$ cat src/verilog/adcsc_pkg.sv
// Package of constants and types for the converter sequencer control block
package adcsc_pkg;

	// Register byte addresses
	localparam logic [7:0] ADDR_CTRL = 8'h00;
	localparam logic [7:0] ADDR_CLKPIN = 8'h04;
	localparam logic [7:0] ADDR_RES_HI = 8'h08;
	localparam logic [7:0] ADDR_RES_LO = 8'h0c;
	localparam logic [7:0] ADDR_INTCTL = 8'h10;

	// Field positions
	localparam int CTRL_CHAN_LSB = 0;
	localparam int CTRL_FLAG_BIT = 6;
	localparam int CTRL_START_BIT = 7;
	localparam int CLKPIN_DIV_LSB = 0;
	localparam int CLKPIN_PIN_LSB = 4;
	localparam int INT_GIE_BIT = 0;
	localparam int INT_EIE_BIT = 1;
	localparam int INT_REQ_BIT = 2;
	localparam int RES_LO_LSB = 4;

	// Reset values and the all-pins configuration code
	localparam logic FLAG_RESET = 1'b1;
	localparam logic [3:0] PIN_CFG_OFF = 4'h0;
	localparam logic [3:0] PIN_CFG_ALL = 4'hf;

	// Divider ratios per code, smallest first
	localparam logic [7:0] DIV_RATIO0 = 8'h02;
	localparam logic [7:0] DIV_RATIO1 = 8'h08;
	localparam logic [7:0] DIV_RATIO2 = 8'h10;
	localparam logic [7:0] DIV_RATIO3 = 8'h20;

	// Converter clock periods per conversion
	localparam logic [6:0] CONV_TICKS = 7'h4c;

	typedef enum logic [1:0] {PH_OFF, PH_IDLE, PH_RESET, PH_CONV} adcsc_phase_e;

	// Signals toward the analog converter core
	typedef struct packed {
		logic reset;
		logic power_down;
		logic run;
		logic [3:0] channel;
	} adcsc_conv_s;

	typedef struct packed {
		logic [7:0] cnt;
		logic tick;
	} adcsc_div_s;

	typedef struct packed {
		adcsc_phase_e phase;
		logic [3:0] chan;
		logic start;
		logic flag;
		logic [1:0] div_sel;
		logic [3:0] pin_cfg;
		logic gie;
		logic eie;
		logic req;
		logic [11:0] result;
		logic [6:0] tick_cnt;
		logic done;
		logic [31:0] prdata;
		logic pslverr;
	} adcsc_state_s;

endpackage

$ cat src/verilog/adcsc_clkdiv.sv
// Converter clock divider producing one tick per converter clock period
module adcsc_clkdiv (
	// Clock and reset
	input wire logic core_clk,
	input wire logic rst_n,
	// Control
	input wire logic clear,
	input wire logic [1:0] div_sel,
	// Tick out
	output logic tick
);

	adcsc_pkg::adcsc_div_s r_reg;
	adcsc_pkg::adcsc_div_s r_next;
	logic [7:0] ratio;

	always_comb begin
		unique case (div_sel)
			2'h0: ratio = adcsc_pkg::DIV_RATIO0;
			2'h1: ratio = adcsc_pkg::DIV_RATIO1;
			2'h2: ratio = adcsc_pkg::DIV_RATIO2;
			2'h3: ratio = adcsc_pkg::DIV_RATIO3;
		endcase
		r_next = r_reg;
		r_next.tick = 1'b0;
		if (clear) begin
			// Restart so the first period of a conversion is a full one
			r_next.cnt = 8'h00;
		end else if (r_reg.cnt >= ratio - 8'h01) begin
			r_next.cnt = 8'h00;
			r_next.tick = 1'b1;
		end else begin
			r_next.cnt = r_reg.cnt + 8'h01;
		end
	end

	always_ff @(posedge core_clk) begin
		if (!rst_n) begin
			r_reg <= '0;
		end else begin
			r_reg <= r_next;
		end
	end

	assign tick = r_reg.tick;

endmodule

$ cat src/verilog/adcsc_pinmap.sv
// Shared pin function map: analog selection, pull-high and direction override
module adcsc_pinmap (
	// Configuration
	input wire logic [3:0] pin_cfg,
	// Port side settings
	input wire logic [15:0] port_dir_oe,
	input wire logic [15:0] pullup_opt,
	// Effective pin control
	output logic [15:0] analog_en,
	output logic [15:0] port_oe,
	output logic [15:0] pullup_en
);

	always_comb begin
		for (int i = 0; i < 16; i++) begin
			// Code n enables pins 0..n-1; code 1111 enables all
			analog_en[i] = (4'(i) < pin_cfg) || (pin_cfg == adcsc_pkg::PIN_CFG_ALL);
		end
	end

	assign port_oe = port_dir_oe & ~analog_en;
	assign pullup_en = pullup_opt & ~analog_en;

endmodule

$ cat src/verilog/adcsc_top.sv
// Converter sequencer control: APB registers, start handshake and conversion timing
//
// Design decisions made here: the register addresses and the APB register port.
module adcsc_top (
	// Clock and reset
	input wire logic core_clk,
	input wire logic rst_n,
	// APB slave
	input wire logic [7:0] paddr,
	input wire logic psel,
	input wire logic penable,
	input wire logic pwrite,
	input wire logic [31:0] pwdata,
	output logic [31:0] prdata,
	output logic pready,
	output logic pslverr,
	// Analog converter core
	output adcsc_pkg::adcsc_conv_s conv_ctl,
	output logic conv_tick,
	input wire logic [11:0] conv_result,
	output logic conv_done,
	// Shared port pins
	input wire logic [15:0] port_dir_oe,
	input wire logic [15:0] pullup_opt,
	output logic [15:0] analog_en,
	output logic [15:0] port_oe,
	output logic [15:0] pullup_en,
	// Interrupt to processor
	output logic adc_irq
);

	adcsc_pkg::adcsc_state_s r_reg;
	adcsc_pkg::adcsc_state_s r_next;
	logic tick;
	logic wr;
	logic rd_setup;
	logic start_rise;
	logic pin_change;
	logic [7:0] rd_byte;
	logic rd_hit;

	adcsc_clkdiv u_clkdiv (
		.core_clk(core_clk),
		.rst_n(rst_n),
		.clear(r_reg.phase != adcsc_pkg::PH_CONV),
		.div_sel(r_reg.div_sel),
		.tick(tick)
	);

	adcsc_pinmap u_pinmap (
		.pin_cfg(r_reg.pin_cfg),
		.port_dir_oe(port_dir_oe),
		.pullup_opt(pullup_opt),
		.analog_en(analog_en),
		.port_oe(port_oe),
		.pullup_en(pullup_en)
	);

	// Zero wait states: every access phase completes at once
	assign pready = 1'b1;
	assign wr = psel & penable & pwrite;
	assign rd_setup = psel & ~penable;

	// Read data is captured in the setup cycle so prdata leaves a flip-flop
	always_comb begin
		rd_byte = 8'h00;
		rd_hit = 1'b1;
		unique case (paddr)
			adcsc_pkg::ADDR_CTRL: begin
				rd_byte[adcsc_pkg::CTRL_START_BIT] = r_reg.start;
				rd_byte[adcsc_pkg::CTRL_FLAG_BIT] = r_reg.flag;
				rd_byte[adcsc_pkg::CTRL_CHAN_LSB +: 4] = r_reg.chan;
			end
			adcsc_pkg::ADDR_CLKPIN: begin
				rd_byte[adcsc_pkg::CLKPIN_PIN_LSB +: 4] = r_reg.pin_cfg;
				rd_byte[adcsc_pkg::CLKPIN_DIV_LSB +: 2] = r_reg.div_sel;
			end
			adcsc_pkg::ADDR_RES_HI: begin
				rd_byte = r_reg.result[11:4];
			end
			adcsc_pkg::ADDR_RES_LO: begin
				rd_byte[adcsc_pkg::RES_LO_LSB +: 4] = r_reg.result[3:0];
			end
			adcsc_pkg::ADDR_INTCTL: begin
				rd_byte[adcsc_pkg::INT_GIE_BIT] = r_reg.gie;
				rd_byte[adcsc_pkg::INT_EIE_BIT] = r_reg.eie;
				rd_byte[adcsc_pkg::INT_REQ_BIT] = r_reg.req;
			end
			default: begin
				rd_hit = 1'b0;
			end
		endcase
	end

	always_comb begin
		r_next = r_reg;
		r_next.done = 1'b0;
		start_rise = 1'b0;
		pin_change = 1'b0;

		if (rd_setup) begin
			r_next.prdata = {24'h000000, rd_byte};
			r_next.pslverr = ~rd_hit;
		end else if (psel && !pwrite) begin
			r_next.pslverr = r_reg.pslverr;
		end else if (rd_setup == 1'b0 && psel) begin
			r_next.pslverr = r_reg.pslverr;
		end
		// Write errors are decided in the setup cycle as well
		if (rd_setup && pwrite) begin
			r_next.pslverr = ~rd_hit || paddr == adcsc_pkg::ADDR_RES_HI
				|| paddr == adcsc_pkg::ADDR_RES_LO;
		end

		if (wr) begin
			unique case (paddr)
				adcsc_pkg::ADDR_CTRL: begin
					r_next.chan = pwdata[adcsc_pkg::CTRL_CHAN_LSB +: 4];
					r_next.start = pwdata[adcsc_pkg::CTRL_START_BIT];
				end
				adcsc_pkg::ADDR_CLKPIN: begin
					r_next.div_sel = pwdata[adcsc_pkg::CLKPIN_DIV_LSB +: 2];
					r_next.pin_cfg = pwdata[adcsc_pkg::CLKPIN_PIN_LSB +: 4];
				end
				adcsc_pkg::ADDR_INTCTL: begin
					r_next.gie = pwdata[adcsc_pkg::INT_GIE_BIT];
					r_next.eie = pwdata[adcsc_pkg::INT_EIE_BIT];
					r_next.req = pwdata[adcsc_pkg::INT_REQ_BIT];
				end
				default: begin
					r_next.gie = r_reg.gie;
				end
			endcase
		end

		start_rise = r_next.start & ~r_reg.start;
		pin_change = r_next.pin_cfg != r_reg.pin_cfg;

		unique case (r_reg.phase)
			adcsc_pkg::PH_OFF: begin
				r_next.phase = adcsc_pkg::PH_IDLE;
			end
			adcsc_pkg::PH_IDLE: begin
				r_next.phase = adcsc_pkg::PH_IDLE;
			end
			adcsc_pkg::PH_RESET: begin
				r_next.flag = 1'b1;
				if (!r_next.start) begin
					// Falling edge completes the pulse and launches the cycle
					r_next.phase = adcsc_pkg::PH_CONV;
					r_next.tick_cnt = 7'h00;
				end
			end
			adcsc_pkg::PH_CONV: begin
				if (tick) begin
					if (r_reg.tick_cnt == adcsc_pkg::CONV_TICKS - 7'h01) begin
						r_next.phase = adcsc_pkg::PH_IDLE;
						r_next.flag = 1'b0;
						r_next.result = conv_result;
						r_next.req = 1'b1;
						r_next.done = 1'b1;
					end else begin
						r_next.tick_cnt = r_reg.tick_cnt + 7'h01;
					end
				end
			end
		endcase

		// Overrides in priority order; a completion set above still wins over a clear
		if (r_next.pin_cfg == adcsc_pkg::PIN_CFG_OFF) begin
			// Powered down; the way back passes through PH_IDLE, so a new start pulse is needed
			r_next.phase = adcsc_pkg::PH_OFF;
			r_next.done = 1'b0;
			r_next.req = r_next.req & ~r_next.done;
		end else if (pin_change) begin
			// Abort and leave the flag as it stood until software pulses start
			r_next.phase = adcsc_pkg::PH_IDLE;
			r_next.done = 1'b0;
		end else if (start_rise || (r_next.start && r_reg.phase == adcsc_pkg::PH_OFF)) begin
			r_next.phase = adcsc_pkg::PH_RESET;
			r_next.flag = 1'b1;
			r_next.done = 1'b0;
		end
	end

	always_ff @(posedge core_clk) begin
		if (!rst_n) begin
			r_reg <= '0;
			r_reg.flag <= adcsc_pkg::FLAG_RESET;
		end else begin
			r_reg <= r_next;
		end
	end

	// Converter core control
	always_comb begin
		conv_ctl.reset = r_reg.phase == adcsc_pkg::PH_RESET;
		conv_ctl.power_down = r_reg.phase == adcsc_pkg::PH_OFF;
		conv_ctl.run = r_reg.phase == adcsc_pkg::PH_CONV;
		conv_ctl.channel = r_reg.chan;
	end

	// Gated so a tick launched on the edge that ends or aborts a conversion never leaks out
	assign conv_tick = tick & conv_ctl.run;
	assign conv_done = r_reg.done;
	assign prdata = r_reg.prdata;
	assign pslverr = r_reg.pslverr & psel & penable;
	assign adc_irq = r_reg.req & r_reg.gie & r_reg.eie;

endmodule

$ cat config.mk
export PLATFORM = sky130hd
export DESIGN_NAME = adcsc_top
export DESIGN_NICKNAME = d
export VERILOG_FILES = /design/src/verilog/adcsc_pkg.sv /design/src/verilog/adcsc_clkdiv.sv /design/src/verilog/adcsc_pinmap.sv /design/src/verilog/adcsc_top.sv
export SDC_FILE = /design/constraint.sdc
export NUM_CORES = 1
export LEC_CHECK = 0
export ABC_AREA = 1
export BUFFER_PORTS_ARGS = -buffer_cell sky130_fd_sc_hd__buf_2
export CAP_MARGIN = 15
export CORE_ASPECT_RATIO = 2
export CORE_MARGIN = 4
export CORE_UTILIZATION = 40
export DETAILED_ROUTE_END_ITERATION = 8
export GPL_TIMING_DRIVEN = 0
export PLACE_DENSITY = 0.75
export SETUP_SLACK_MARGIN = 0.15
export SLEW_MARGIN = 20
export SYNTH_ARGS = -nofsm -noshare
export SYNTH_HDL_FRONTEND = slang
export SYNTH_SLANG_ARGS = --single-unit
$ cat constraint.sdc
create_clock -name core_clk -period 1.7 [get_ports core_clk]
set_clock_uncertainty 0.15 [all_clocks]
set_input_delay 0.255 -clock core_clk [delete_from_list [all_inputs] [get_ports core_clk]]
set_output_delay 0.255 -clock core_clk [all_outputs]
set_load 0.005 [all_outputs]
After elaboration in Yosys (flattened, before gate mapping)
Index checks and enable logic that the tools add are counted.

cells by class
  equal/unequal tests = 23
  $lt $le $gt $ge = 17
  add/sub/neg operators = 3
  reductions and logical operators = 41
  muxes and demuxes = 35
  bitwise logic cells = 18

operator list
  kind                                                                   count
  16-bit AND                                                             2
  4-bit < comparator, first input constant                               8
  8-bit one-hot mux with 4 select lines                                  1
  13-bit two-way mux                                                     2
  21-bit two-way mux                                                     1
  7-bit two-way mux                                                      3
  1-bit logical OR                                                       19
  8-bit by 4-bit equality test with 1-bit output, second input constant  2
  3-bit by 4-bit < comparator with 1-bit output, first input constant    4
  16-bit inverter                                                        1
  2-bit one-hot mux with 4 select lines                                  2
  1-bit two-way mux                                                      14
  7-bit one-hot mux with 2 select lines                                  1
  2-bit one-hot mux with 3 select lines                                  2
  2-bit two-way mux                                                      5
  1-bit AND                                                              9
  3-bit AND reduction                                                    3
  8-bit by 1-bit adder with 8-bit output, second input constant          1
  2-bit equality test, second input constant                             4
  8-bit by 3-bit equality test with 1-bit output, second input constant  1
  8-bit by 5-bit equality test with 1-bit output, second input constant  1
  8-bit greater-or-equal comparator                                      1
  8-bit zero test                                                        1
  1-bit by 4-bit < comparator with 1-bit output, first input constant    2
  other kinds (27)                                                       47

storage, ports and cells
  flip-flop bits (word level) = 55
  output and inout bits = 92
  input port bits = 89
  word-level logic and storage cells = 154

Longest topological paths before layout
  depth in word-level cells = 8
  mapped depth = 12
  depth with buffers taken out = 12

By module
Synthesis repeated with hierarchy kept, for this count alone.

second synthesis, totals
  cell total of the unflattened synthesis = 542
  area total of the unflattened synthesis = 3569.7 um2

modules (own cells, without submodules)
  module        times used  sequential area each (um2)  area each (um2)  cells an instance
  adcsc_top     1           920.9                       2697.6           392
  adcsc_clkdiv  1           180.2                       484.2            62
  adcsc_pinmap  1           0.0                         387.9            88

Least setup slack after synthesis
OpenSTA, ideal clock, no wires.

  kind = register -> register
  from = register r_reg[60] in the netlist's numbering
  to = register u_clkdiv.r_reg[6] in the netlist's numbering
  arrival time = 1408 ps
  path slack = 68 ps
  required time = 1476 ps
  clock period less this slack = 1632 ps
  path buffers = 0
  cell stages (with the launch flop) = 6
  library setup time = 74 ps
  path through = dfxtp_1 -> nand2_1 -> ha_1 -> a2111oi_0 -> nand3_1 -> a21oi_1

on the way
  longest elaborated chain between the ends = 5
  elaborated cells on any way between the ends = 8
  classes of those cells = 1 x add/sub; 1 x order compare; 3 x eq/ne; 1 x mux; 2 x reduce/logical

RTL lines
  item                                               line                source
  start: declaration                                 adcsc_top.sv:32     adcsc_pkg::adcsc_state_s r_reg;
  start signal: assignment                           adcsc_top.sv:191    r_reg <= r_next;
  2-bit equality test, or another cell as far along  adcsc_clkdiv.sv:18  unique case (div_sel)
  8-bit one-hot mux with 4 select lines (*)          adcsc_clkdiv.sv:18
  8-bit by 1-bit subtractor with 8-bit output (*)    adcsc_clkdiv.sv:29  end else if (r_reg.cnt >= ratio - 8'h01) begin
  8-bit greater-or-equal comparator (*)              adcsc_clkdiv.sv:29
  3-bit OR reduction (no line) (*)                   --
  end signal: assignment                             adcsc_clkdiv.sv:41  r_reg <= r_next;
  end: declaration                                   adcsc_clkdiv.sv:13  adcsc_pkg::adcsc_div_s r_reg;

Every way passes the cells marked *; elsewhere a longest branch is shown, timed or not. The select of a mux whose other input is x is not followed.
A chain may end at the register's enable or synchronous reset.

Final worst setup path
  from = register r_reg[35] in the netlist's numbering
  to = register r_reg[51] in the netlist's numbering

on the way
  longest elaborated chain between the ends = 2

RTL lines
  item                           line              source
  7-bit equality test            adcsc_top.sv:156  if (r_reg.tick_cnt == adcsc_pkg::CONV_TICKS - 7'h01) begin
  3-bit AND reduction (no line)  --

No other way between the ends.

==> flow_summary.yaml <==
outcome:
  status: "finished, final reports clean"
logic_synthesis:
  synthCells: 518
  ys_seq_area_frac: 0.320
  synth_area_um2: 3440
  yosys_register_bits: 55
  async_flop_share: 0
  synthDistinctLibCells: 38
  syn_area_per_cell_um2: 6.64
  synth-edff-count: 0
  synth_ff_type: "dfxtp_1"
  ys_warn_count: 0
sta:
  grt_setup_unrepaired: "yes"
  worst_slew_pin_slew_ns: 0.636
  setup_violations: 0
  finalHoldViolations: 0
  period_needed_ns: 1.68
  holdWs_ns: 0.0702
  max_freq_ghz: 0.595
  fin_ws_ns: 0.0180
  slew-limit-headroom: 0.576
  maxSlewViolCount: 0
  fin_crit_sh: 0.989
detailed_routing:
  avgRoutedWirePerCell_um: 14.0
  via_count: 3947
  drc: 0
  drtPass1Iterations: 5
  drt-total-wl_um: 11200
  drt-vias-per-instance: 4.91
  antenna_left: 0
  detail_route.iter0.violations: 256
worst_setup_path:
  arrival_ns: 1.72
  max_stage_delay_ns: 0.36
  crit_required_ns: 1.74
  cp-end-kind: "register"
  critPathMaxFanout: 6
  cp_slowest_cell: "dfxtp_4"
  cp-start-kind: "register"
  path_cells: "ha_4 -> nand4_1 -> nor2_4 -> nand3_4 -> buf_6 -> o21ai_2 -> a21oi_1"
  crit_type: "reg2reg"
layout:
  diodes: 0
  area_delta_synth_final_pct: 52.2
  mostFrequentLayoutCells: "buf_2 (127), inv_1 (75), nor2_1 (68)"
  layout-drive-gt1-share: 0.452
  final_common_cell: "buf_2"
  final_nets: 801
  largest_reg_flops: 33
  fin_util: 0.627
floorplanning:
  dieArea_um2: 10200
  fp-row-count: 47
  core-area_um2: 8350
  die_w_um: 73.6
  ios: 181
  die_h_um: 139
  initial_core_util: 0.412
clocking:
  cts.sinks: 55
  cts-root-buf: "clkbuf_16"
  clock_path_buffers: 2
  cts_tree: "built"
  cts_hold_buf: 0
  cts_max_level: 2
  insertion_delay_ns: 0.30
  numCtsBuffers: 5
  clkTransAtPathRegs_ns: 0.07
placed_design:
  dp_hpwl_um: 8440
  port_buffers: 131
  gp_congestion: 0.932
  dp_slack_ns: -0.194
global_route:
  grt_use_total: 0.211
  overflow: 0
  grt_pass1_wl_um: 17400
  grt_max_degree: 17
  first_global_vias: 3877
  antenna_found_initial: 0
pwr:
  peakVddDrop_uv: 602
  cellLeakagePower_uw: 0.00263
  p_per_area_nw_per_um2: 538
job:
  max_cap_violations: 0
min_path:
  hold_path.class: "in2reg"
## kinds of logic after synthesis
kind of cell | Yosys count | share of synthesized area
AOI/OAI and AO/OA | 85 | 0.132
adders and majority gates | 7 | 0.0255
DFF | 55 | 0.320
xor gates and xnor gates | 4 | 0.0102
buffers and inverters | 133 | 0.188
and+or+nand+nor | 232 | 0.322
other | 2 | 0.00218
## Yosys cell counts, drive strengths merged, types with 3 or more instances
master	n	area share
a21oi	33	0.049
buf	41	0.088
clkbuf	5	0.0055
dfxtp	55	0.32
ha	7	0.025
inv	87	0.095
nand2	76	0.092
nand3	29	0.054
nand4	18	0.033
nor2	99	0.12
nor3	3	0.0044
o21ai	41	0.060
o22ai	4	0.0073
xor2	3	0.0076
## per-layer routing
metal / track usage / wire length (um) / up-vias
met5: 0 / 0 / -
met4: 0.102 / 407 / 0
met3: 0.0312 / 707 / 32
met2: 0.393 / 6200 / 170
met1: 0.217 / 3910 / 1785
li1: - / - / 1960
## area by class of cell
| cell class | instances | area (um2) |
|---|---|---|
| clock buffer | 6 | 139 |
| tap | 98 | 123 |
| clock inverter | 2 | 35.0 |
| timing repair buffer | 155 | 887 |
| fill | 717 | 3120 |
| buffer | 46 | 334 |
| sequential | 55 | 1150 |
| inverter | 87 | 363 |
| multi-input combinational | 355 | 2200 |
## through the flow
stage                     area (um2)  instances  setup TNS (ns)  power [uW]
after floorplan                 3560        543               0        1480
after global placement          4340        772           -1.61        1620
after detailed placement        4340        772           -2.79        1630
after CTS                       4900        793               0        2810
after global routing            5240        804          -0.844        2910
final                           5240        804               0        2820
## timing repair
item	CTS	global route
gates resized for setup	100	70
pin swaps	22	35
cloned	1	0
buffers inserted	12	11
setup endpoints to repair	75	78
## worst max-delay path, delay by kind of cell (launching register included)
family / cells / cell delay [ns]
adders and majority gates: 1 / 0.13
AOI/OAI and AO/OA: 2 / 0.16
and+or+nand+nor: 3 / 0.57
DFF: 1 / 0.36
buffers and inverters: 1 / 0.18
## where the power goes
group	internal (uW)	total, uW	leakage (uW)	switching (uW)
Combinational	167	336	0.00208	169
Clock	734	1210	0.0000868	473
Sequential	1270	1280	0.000455	3.97
## final timing paths
| check | startpoint | end | slack [ns] | cells after the start |
|---|---|---|---|---|
| setup / recovery | r_reg[35] | r_reg[51] | 0.02 | 7 |
| hold reg to reg | r_reg[43] | r_reg[43] | 0.31 | 2 |
| setup reg to reg | r_reg[35] | r_reg[51] | 0.02 | 7 |
| hold / removal | conv_result[2] | r_reg[43] | 0.07 | 3 |
Power figures use the tool's default switching activity.
